<file path="src/include/ices_pkg.sv">
/*
  constants for the i2c channel status and error block
  assumes one 125 mhz clock, same-clock sequencer event pulses
*/
// What this block does
// eight-bit read-only channel event status register
// any unmasked set status drives interrupt low
// status read clears it; only new events set
// buffer fault cleared only by controller status read
// bit 7 set after sequence sent and stopped
// bit 6 set when repeat count reached
// bit 5 set on write address/data nack
// bit 4 set on read address nack
// push-pull channel reads bits 5..1 zero
// bit 3 set on data line low at start when auto-recover is off
// bit 1 set on misplaced start or stop
// bit 0 set when sequence overruns frame time
// masked overrun: finish sequence, ignore new triggers
// masked overrun: flag stays, new triggers held off until read
// unmasked overrun: orderly stop, then interrupt
// overrun flag set only after bus stop seen
// misplaced condition interrupts and aborts transaction
// clock stuck low sets bit 2, aborts
// auto-recover: abort silently, recover, resume on success
// auto-recover failure sets data stuck, interrupts, aborts
// no auto-recover: stuck data interrupts, aborts; host recovers
// mask bit one suppresses; reset unmasked
package ices_pkg;
  localparam logic [7:0] CTRL_STATUS_ADDR = 8'hc0; // controller level
  localparam logic [7:0] CHAN_STATUS_ADDR = 8'hc1;
  localparam logic [7:0] SUPPRESS_ADDR = 8'hc2;
  localparam logic [7:0] MODE_ADDR = 8'hc6;
  // status bit positions
  localparam int SEQ_DONE_BIT = 7;
  localparam int LOOP_DONE_BIT = 6;
  localparam int WR_NACK_BIT = 5;
  localparam int RD_NACK_BIT = 4;
  localparam int SDA_STUCK_BIT = 3;
  localparam int SCL_STUCK_BIT = 2;
  localparam int MISPLACED_BIT = 1;
  localparam int OVERRUN_BIT = 0;
  // mode register bits
  localparam int AUTO_RECOVER_BIT = 0;
  localparam int BUS_RECOVER_BIT = 1;
  localparam int TIMEOUT_EN_BIT = 2;
  localparam int PUSH_PULL_BIT = 3;
  // controller status bit for buffer fault
  localparam int BUF_FAULT_BIT = 0;
  // reset values
  localparam logic [7:0] STATUS_RESET = 8'h00;
  localparam logic [7:0] SUPPRESS_RESET = 8'h00;
  localparam logic [3:0] MODE_RESET = 4'h0;
  // bits the mask register can suppress; others are non-maskable
  localparam logic [7:0] MASKABLE = 8'hf1;
  // bits absent on the push-pull transmit channel
  localparam logic [7:0] PUSH_PULL_ZERO = 8'h3e;
  // clock line stuck-low timeout
  localparam int CLOCK_MHZ = 125;
  localparam int SCL_TIMEOUT_US = 25000;
  localparam int SCL_TIMEOUT_CYC = SCL_TIMEOUT_US * CLOCK_MHZ;
endpackage

</file>
<file path="src/verilog/ices_channel_status.sv">
/*
  channel event status, interrupt mask, bus error detection and
  recovery control for one i2c controller channel.
  assumes the sequencer runs on i_clock and gives one-cycle event
  pulses; bus pins arrive asynchronously and are synchronised here.
*/
// Our own choice: the address-and-strobe port.
module ices_channel_status
  import ices_pkg::*;
#(
  parameter int SCL_TIMEOUT = ices_pkg::SCL_TIMEOUT_CYC
)
(
  input wire logic i_clock,
  input wire logic i_rst_n,
  // register port
  input wire logic [7:0] i_addr,
  input wire logic [7:0] i_wdata,
  input wire logic i_wr,
  input wire logic i_rd,
  output logic [7:0] o_rdata,
  // sequencer events, one-cycle pulses on i_clock
  input wire logic i_seq_done,
  input wire logic i_loop_done,
  input wire logic i_wr_nack,
  input wire logic i_rd_nack,
  input wire logic i_sda_low_at_start,
  input wire logic i_recover_ok,
  input wire logic i_recover_fail,
  input wire logic i_frame_overrun,
  input wire logic i_buffer_fault,
  input wire logic i_in_byte, // level: address, data or ack bit active
  // bus pins, asynchronous
  input wire logic i_scl,
  input wire logic i_sda,
  // to the sequencer
  output logic o_abort,
  output logic o_recover_start,
  output logic o_resume,
  output logic o_frame_stop,
  output logic o_hold_triggers,
  output logic o_int_n
);
  import ices_pkg::*;

  localparam logic [21:0] SCL_LIMIT = 22'(SCL_TIMEOUT - 1);

  logic [7:0] channel_event_status;
  logic [7:0] interrupt_suppress_reg;
  logic [3:0] mode;
  logic buffer_fault;
  logic [1:0] scl_sync;
  logic [1:0] sda_sync;
  logic scl_prev;
  logic sda_prev;
  logic start_seen;
  logic stop_seen;
  logic [21:0] scl_low_cnt;
  logic scl_stuck;
  logic overrun_pending;
  logic [7:0] set_bits;
  logic [7:0] next_status;
  logic status_read;
  logic ctrl_read;
  logic push_pull_transmit_channel;
  logic auto_recover_enable;
  logic timeout_en;
  logic misplaced_condition_fault;
  logic overrun_suppressed;
  logic [7:0] pending_int;

  assign push_pull_transmit_channel = mode[PUSH_PULL_BIT];
  assign auto_recover_enable = mode[AUTO_RECOVER_BIT];
  assign timeout_en = mode[TIMEOUT_EN_BIT];
  assign overrun_suppressed = interrupt_suppress_reg[OVERRUN_BIT];
  assign status_read = i_rd && (i_addr == CHAN_STATUS_ADDR);
  assign ctrl_read = i_rd && (i_addr == CTRL_STATUS_ADDR);

  // two-flop synchronisers for the bus lines
  always_ff @(posedge i_clock or negedge i_rst_n)
  begin
    if (!i_rst_n)
    begin
      scl_sync <= 2'h3;
      sda_sync <= 2'h3;
    end
    else
    begin
      scl_sync <= {scl_sync[0], i_scl};
      sda_sync <= {sda_sync[0], i_sda};
    end
  end

  // previous synchronised level for condition detection
  always_ff @(posedge i_clock or negedge i_rst_n)
  begin
    if (!i_rst_n)
    begin
      scl_prev <= 1'h1;
      sda_prev <= 1'h1;
    end
    else
    begin
      scl_prev <= scl_sync[1];
      sda_prev <= sda_sync[1];
    end
  end

  // start: data falls while clock high; stop: data rises
  assign start_seen = scl_prev && scl_sync[1] && sda_prev && !sda_sync[1];
  assign stop_seen = scl_prev && scl_sync[1] && !sda_prev && sda_sync[1];
  assign misplaced_condition_fault =
    i_in_byte && (start_seen || stop_seen);

  // clock line low time counter
  always_ff @(posedge i_clock or negedge i_rst_n)
  begin
    if (!i_rst_n)
    begin
      scl_low_cnt <= 22'h000000;
    end
    else if (scl_sync[1] || !timeout_en)
    begin
      scl_low_cnt <= 22'h000000;
    end
    else if (scl_low_cnt != SCL_LIMIT)
    begin
      scl_low_cnt <= scl_low_cnt + 22'h000001;
    end
  end
  assign scl_stuck = timeout_en && !scl_sync[1] &&
    (scl_low_cnt == SCL_LIMIT - 22'h000001); // one-shot

  // frame overrun waits for the bus stop before it is flagged
  always_ff @(posedge i_clock or negedge i_rst_n)
  begin
    if (!i_rst_n)
    begin
      overrun_pending <= 1'h0;
    end
    else if (i_frame_overrun)
    begin
      overrun_pending <= 1'h1;
    end
    else if (stop_seen)
    begin
      overrun_pending <= 1'h0;
    end
  end

  // event collection into status bits
  always_comb
  begin
    set_bits = 8'h00;
    set_bits[SEQ_DONE_BIT] = i_seq_done;
    set_bits[LOOP_DONE_BIT] = i_loop_done;
    set_bits[WR_NACK_BIT] = i_wr_nack;
    set_bits[RD_NACK_BIT] = i_rd_nack;
    // data stuck: flagged at once without recovery, or on failure
    set_bits[SDA_STUCK_BIT] = (i_sda_low_at_start && !auto_recover_enable)
      || (i_recover_fail && auto_recover_enable);
    set_bits[SCL_STUCK_BIT] = scl_stuck;
    set_bits[MISPLACED_BIT] = misplaced_condition_fault;
    set_bits[OVERRUN_BIT] = overrun_pending && stop_seen;
    if (push_pull_transmit_channel)
    begin
      set_bits = set_bits & ~PUSH_PULL_ZERO;
    end
  end

  // read clears the status; a new event in the same cycle wins
  always_comb
  begin
    next_status = channel_event_status;
    if (status_read)
    begin
      next_status = 8'h00;
    end
    next_status = next_status | set_bits;
  end

  // channel event status register
  always_ff @(posedge i_clock or negedge i_rst_n)
  begin
    if (!i_rst_n)
    begin
      channel_event_status <= STATUS_RESET;
    end
    else
    begin
      channel_event_status <= next_status;
    end
  end

  // buffer fault, cleared only by the controller status read
  always_ff @(posedge i_clock or negedge i_rst_n)
  begin
    if (!i_rst_n)
    begin
      buffer_fault <= 1'h0;
    end
    else if (i_buffer_fault)
    begin
      buffer_fault <= 1'h1;
    end
    else if (ctrl_read)
    begin
      buffer_fault <= 1'h0;
    end
  end

  // mask and mode registers
  always_ff @(posedge i_clock or negedge i_rst_n)
  begin
    if (!i_rst_n)
    begin
      interrupt_suppress_reg <= SUPPRESS_RESET;
      mode <= MODE_RESET;
    end
    else if (i_wr && (i_addr == SUPPRESS_ADDR))
    begin
      interrupt_suppress_reg <= i_wdata & MASKABLE;
    end
    else if (i_wr && (i_addr == MODE_ADDR))
    begin
      mode <= {i_wdata[PUSH_PULL_BIT], i_wdata[TIMEOUT_EN_BIT],
        1'h0, i_wdata[AUTO_RECOVER_BIT]};
    end
  end

  // read data, one cycle after the strobe
  always_ff @(posedge i_clock or negedge i_rst_n)
  begin
    if (!i_rst_n)
    begin
      o_rdata <= 8'h00;
    end
    else if (!i_rd)
    begin
      o_rdata <= 8'h00;
    end
    else if (i_addr == CHAN_STATUS_ADDR)
    begin
      o_rdata <= channel_event_status;
    end
    else if (i_addr == SUPPRESS_ADDR)
    begin
      o_rdata <= interrupt_suppress_reg;
    end
    else if (i_addr == MODE_ADDR)
    begin
      o_rdata <= {4'h0, mode};
    end
    else if (i_addr == CTRL_STATUS_ADDR)
    begin
      o_rdata <= {7'h00, buffer_fault};
    end
    else
    begin
      o_rdata <= 8'h00; // unmapped
    end
  end

  // interrupt: unmasked status, non-maskable errors, buffer fault
  assign pending_int = channel_event_status & ~interrupt_suppress_reg;
  always_ff @(posedge i_clock or negedge i_rst_n)
  begin
    if (!i_rst_n)
    begin
      o_int_n <= 1'h1;
    end
    else
    begin
      o_int_n <= !((|pending_int) || buffer_fault);
    end
  end

  // transaction abort on bus errors and stuck data
  always_ff @(posedge i_clock or negedge i_rst_n)
  begin
    if (!i_rst_n)
    begin
      o_abort <= 1'h0;
    end
    else
    begin
      o_abort <= set_bits[MISPLACED_BIT] || set_bits[SCL_STUCK_BIT]
        || set_bits[SDA_STUCK_BIT]
        || (i_sda_low_at_start && !push_pull_transmit_channel);

    end
  end

  // recovery start: automatic at stuck start, or host request
  always_ff @(posedge i_clock or negedge i_rst_n)
  begin
    if (!i_rst_n)
    begin
      o_recover_start <= 1'h0;
      o_resume <= 1'h0;
    end
    else
    begin
      o_recover_start <= (i_sda_low_at_start && auto_recover_enable)
        || (i_wr && (i_addr == MODE_ADDR)
        && i_wdata[BUS_RECOVER_BIT]);
      o_resume <= i_recover_ok && auto_recover_enable;
    end
  end

  // unmasked overrun asks the sequencer for an orderly stop
  always_ff @(posedge i_clock or negedge i_rst_n)
  begin
    if (!i_rst_n)
    begin
      o_frame_stop <= 1'h0;
    end
    else
    begin
      o_frame_stop <= i_frame_overrun && !overrun_suppressed;
    end
  end

  // masked overrun: ignore triggers mid-sequence until status read
  always_ff @(posedge i_clock or negedge i_rst_n)
  begin
    if (!i_rst_n)
    begin
      o_hold_triggers <= 1'h0;
    end
    else
    begin
      o_hold_triggers <= overrun_suppressed &&
        (overrun_pending || next_status[OVERRUN_BIT]);
    end
  end

endmodule

</file>
<file path="config.mk">
export PLATFORM = sky130hd
export DESIGN_NAME = ices_channel_status
export DESIGN_NICKNAME = d
export VERILOG_FILES = /design/src/include/ices_pkg.sv /design/src/verilog/ices_channel_status.sv
export SDC_FILE = /design/constraint.sdc
export NUM_CORES = 1
export LEC_CHECK = 0
export ABC_AREA = 1
export BUFFER_PORTS_ARGS = -buffer_cell sky130_fd_sc_hd__buf_2
export CELL_PAD_IN_SITES_DETAIL_PLACEMENT = 0
export CELL_PAD_IN_SITES_GLOBAL_PLACEMENT = 2
export CORE_MARGIN = 2
export CORE_UTILIZATION = 25
export CTS_CLUSTER_DIAMETER = 80
export DETAILED_ROUTE_END_ITERATION = 7
export PLACE_DENSITY_LB_ADDON = 0.1
export SKIP_LAST_GASP = 1
export SLEW_MARGIN = 20
export SYNTH_ARGS = -nofsm -noshare
export SYNTH_HDL_FRONTEND = slang
export SYNTH_SLANG_ARGS = --single-unit
</file>
<file path="constraint.sdc">
create_clock -name i_clock -period 2.03 [get_ports i_clock]
set_input_delay 0.203 -clock i_clock [delete_from_list [all_inputs] [get_ports i_clock]]
set_output_delay 0.203 -clock i_clock [all_outputs]
set_load 0.02 [all_outputs]
</file>
; ---- After elaboration in Yosys (flattened, before gate mapping)
; Cells that the tools add are included.
[classes]
n_addsub = 1
eq_ne = 6
mux = 13
n_bitwise = 4
reduce_logical = 43
[ops]
columns = cell, n
row1 = 2-to-1 mux 22 bit, 2
row2 = "equality test 8 bit, second input constant", 4
row3 = 2-to-1 mux 8 bit, 4
row4 = "adder 22 x 1 -> 22 bit, second input constant", 1
row5 = "equality test 22 bit, second input constant", 1
row6 = "!= test 22 bit, second input constant", 1
row7 = logical AND 1 bit, 21
row8 = logical OR 1 bit, 9
row9 = bitwise AND 8 bit, 1
row10 = zero test 1 bit, 8
row11 = NOT 8 bit, 1
row12 = bitwise OR 8 bit, 1
row13 = OR reduction 8 bit, 1
row14 = 2-to-1 mux 6 bit, 1
row15 = nonzero test 2 bit, 3
row16 = 2-to-1 mux 1 bit, 5
row17 = 2-to-1 mux 4 bit, 1
row18 = AND reduction 2 bit, 1
row19 = NOT 1 bit, 1
[totals]
regBits = 60
input_bits = 32

; ---- Logic depth before layout (Yosys ltp)
[logic_depth]
ltp_word = 9
mapped_depth = 9

; ---- Worst setup path before layout
; No wires, ideal clock.
[synth_timing]
path_kind = register to register
startpoint = register scl_low_cnt[0]
endpoint = register scl_low_cnt[16]
setup_ns = 0.132
arrival_ns = 1.257
required_ns = 1.898
slack_ns = 0.641
path_stages_with_launch = 8
path_buffers = 0
cell_sequence = dfrtp_1 > ha_1 > inv_1 > nor2_2 > nand2_2 > nor2_2 > xnor2_1 > nor2_1
[synth_via]
elab_chain_len = 3
elab_cells_between_ends = 5
[synth_rtl]
columns = element, line_no
row1 = from (decl), ices_channel_status.sv:58  ; logic [21:0] scl_low_cnt;
row2 = from (signal assigned), ices_channel_status.sv:128  ; scl_low_cnt <= scl_low_cnt + 22'h000001;
row3 = adder 22 x 1 -> 22 bit, ices_channel_status.sv:128
row4 = 2-to-1 mux 22 bit, ices_channel_status.sv:126  ; else if (scl_low_cnt != SCL_LIMIT)
row5 = 2-to-1 mux 22 bit, ices_channel_status.sv:122  ; else if (scl_sync[1] || !timeout_en)
; Several ways; a longest one is shown, not always the timed one. The select of a mux whose other input is x is not followed.
; A chain may end at the register's enable or synchronous reset.

; ---- Worst setup path in the final report
[layout_timing]
startpoint = register scl_low_cnt[0]
endpoint = register scl_low_cnt[1]
; The elaborated chain is that of the path after synthesis.

==> results.rst <==
.. list-table::
   :header-rows: 1

   * - Metric
     - Value
   * - Tot Pwr
     - between 2 and 3 mW
   * - Required time of the worst setup path
     - 2.26 ns
   * - DRC violations left
     - 0
   * - Routed vias/inst
     - between 4 and 5
   * - Root buf cell
     - sky130_fd_sc_hd__clkbuf_16
   * - Worst hold path startpoint
     - i_loop_done
   * - Post-synthesis cell area
     - between 2000 and 3000 um^2
   * - Number of flip-flops in the largest register
     - 22
   * - Clock tree from TritonCTS
     - yes
   * - Status
     - finished clean
   * - Vert. Die Dim
     - between 100 and 150 um
   * - Pin count of the biggest net entering global routing
     - 42
   * - Total cell area at the placement stage
     - roughly 3300 um^2
   * - Final Setup Violations
     - 0
   * - Nets
     - between 400 and 500
   * - Flip-flop and latch count after synthesis
     - 60
   * - Final hold violation count
     - 0
   * - Layout-stage area growth over the synthesis result
     - 24.8%
   * - Placed wire-length estimate
     - between 6000 and 7000 um
   * - Share of final-layout standard cells stronger than drive strength 1
     - 0.199
   * - Worst-Skew Late Latency
     - 0.34 ns
   * - Max FO, Critical Path
     - 7
   * - Highest-count cells in the layout ignoring fill and taps
     - 104 x sky130_fd_sc_hd__nand2_1, 64 x sky130_fd_sc_hd__nor2_1, 53 x sky130_fd_sc_hd__dfrtp_1
   * - Number of placement rows
     - 39
   * - Number of cells on the worst hold path
     - 2
   * - Die Footprint
     - around 13000 um^2
   * - Boundary pin count
     - 46
   * - Sinks on the clock net
     - 60
   * - Leading cell type in the layout, fill and taps excluded
     - sky130_fd_sc_hd__nand2_1
   * - Post-CTS clock slew at the launch and capture registers of the worst setup and hold paths
     - about 0.060 ns
   * - Total overflow reported by the global router
     - 0
   * - Met2 demand-to-capacity share in global routing
     - 0.204
   * - Die width
     - about 110 um
   * - Nets in the synthesized netlist
     - 407
   * - Number of antenna cells inserted
     - 0
   * - Unrepaired setup endpoints after global routing
     - no
   * - Number of global-route vias before repair
     - about 2500
   * - Number of antenna violations at the first check in global routing
     - 0
   * - Met3 Resource Use GR
     - 0.0513
   * - Filler instances
     - about 1300
   * - Clock skew after layout
     - 0.00513 ns
   * - Post-detailed-routing wire length
     - approximately 8300 um
   * - Area of all placed cells without fillers
     - 3650 um^2
   * - Worst Setup Path Type
     - register to register
   * - Final critical-path required period
     - between 1.5 and 2 ns
   * - Detailed-route wire length per cell
     - roughly 14 um
   * - Critical path launch point type
     - register
   * - Initial core utilization
     - 0.256
   * - Cells after synthesis
     - approximately 370
   * - Sequential cell area fraction in the yosys report
     - 0.517
   * - Number of maximum-capacitance constraint violations
     - 0
   * - Total via count after detailed routing
     - around 2500
   * - Final Slew Violations
     - 0
   * - Arrival @ worst endpoint
     - between 1.5 and 2 ns
   * - Crit end category
     - register
   * - Top register by number of flip-flops
     - scl_low_cnt
   * - Number of buffers added by the clock tree synthesis step
     - 9
   * - Weighted congestion reported at the end of routability-driven placement
     - about 0.77
   * - Final std cells w/o fill
     - 580
   * - R2R depth
     - 6
   * - Fmax
     - a little over 0.6 GHz
   * - Core Util, Final
     - 0.319
   * - Buffers from clock root to sink, at most
     - 2
   * - # placed instances
     - around 560
   * - Area of the placeable core
     - ~11000 um^2
   * - Relative slew slack
     - 0.634
   * - Unique masters post-synth
     - 26
   * - P_leak
     - 1.75 nW
   * - Length of the first detailed-routing pass in iterations
     - 4
   * - Avg Synthesized Cell Area
     - 7.83 um^2
   * - Number of warning messages in the yosys log
     - 0
   * - Crit share post-route
     - 0.798
   * - Largest registers
     - scl_low_cnt (22), channel_event_status (8), o_rdata (8)
   * - Number of DRC markers after the initial detailed-route iteration
     - 70
   * - Worst-Margin Slew
     - between 0.5 and 0.6 ns
   * - Worst setup path start
     - scl_low_cnt[0]
   * - Number of antenna-violating nets in the routed design
     - 0
   * - Reg2Reg Launch Point
     - scl_low_cnt[0]
   * - Gates resized, CTS repair
     - 0
   * - Wire length of the first global-routing pass
     - between 10000 and 15000 um
   * - Global Route Usage Sum
     - 0.141
   * - CTS H-tree lvls
     - 3
   * - Most congested layer reported by global routing
     - met2
   * - Met1 track demand over resource
     - 0.201
   * - TNS Setup
     - 0 ns
   * - Port bufs
     - 45
   * - Worst min-delay path category
     - primary input to register
   * - Max IR drop VDD
     - 0.000449 V
   * - Power per unit of standard cell area
     - a little under 800 nW/um^2
==> cells in the mapped netlist, drive strengths merged <==
cell type,instances,area (um^2)
nand2,111,439
nor2,73,317
dfrtp,53,1330
inv,46,173
nand3,27,135
o21ai,22,110
dfstp,7,184
nand4,6,37.5
xor2,6,52.6
a21oi,5,25.0
xnor2,3,26.3
a21o,2,15.0
ha,2,25.0
nor3,2,10.0
nor4,2,12.5
and3,1,6.26
buf,1,5.00
clkbuf,1,3.75
clkinv,1,3.75
nand3b,1,7.51
o21bai,1,7.51
==> through the flow <==
step / setup slack [ns] / hold slack (ns)
global route: 0.263 / 0.0440
floorplan: 0.641 / -0.0926
detailed placement: 0.431 / 0.221
CTS: 0.425 / 0.0357
finish: 0.410 / 0.0508
global placement: 0.442 / 0.218
==> cell type report <==
type,count,area (um^2),share of cell area
clock buffer,12,246,0.0676
clock inverter,4,25.0,0.00686
inverter,47,176,0.0484
multi-input combinational,264,1230,0.336
sequential,60,1510,0.414
tap,143,179,0.0491
timing repair buffer,50,283,0.0776
==> power by group <==
group | internal (mW) | leakage, nW | switching (mW)
clock network | 0.855 | 0.129 | 0.573
registers | 1.25 | 0.741 | 0.0333
logic | 0.0680 | 0.881 | 0.122
total | 2.17 | 1.75 | 0.728
==> logic make-up after synthesis <==
kind of cell    Yosys count  synth area share
compound gates           30            0.0540
xor+xnor                  9            0.0270
fa+ha+maj                 2           0.00856
buf+inv                  49            0.0634
flops                    60             0.517
simple gates            223             0.330
==> critical path: stages (launching register included) <==
cell and delay (ns):
sky130_fd_sc_hd__dfrtp_1 0.46, sky130_fd_sc_hd__ha_1 0.30, sky130_fd_sc_hd__nand3_1 0.10, sky130_fd_sc_hd__nor2_1 0.22, sky130_fd_sc_hd__nand4_1 0.25, sky130_fd_sc_hd__nand2_1 0.12, sky130_fd_sc_hd__nand2_1 0.05
==> per-layer routing <==
| layer | vias to the layer above | routed length [um] | share of wire |
|---|---|---|---|
| li1 | 1282 | - | - |
| met4 | 0 | 82 | 0.0098 |
| met2 | 52 | 3550 | 0.43 |
| met3 | 7 | 434 | 0.052 |
| met5 | - | 0 | 0 |
| met1 | 1176 | 4260 | 0.51 |
==> timing repair <==
| action | in CTS | in global routing |
|---|---|---|
| endpoints found under the hold margin | 18 | 0 |
| hold buffers | 3 | 0 |
| buffers inserted | 0 | 0 |
==> final timing paths <==
kind,endpoint,slack (ns)
setup / recovery,scl_low_cnt[1],0.41
hold / removal,channel_event_status[6],0.05
setup reg to reg,scl_low_cnt[1],0.41
hold reg to reg,scl_sync[1],0.35
max in group asynchronous,sda_prev,0.96
min in group asynchronous,scl_low_cnt[11],0.39
Power figures use the tool's default switching activity.
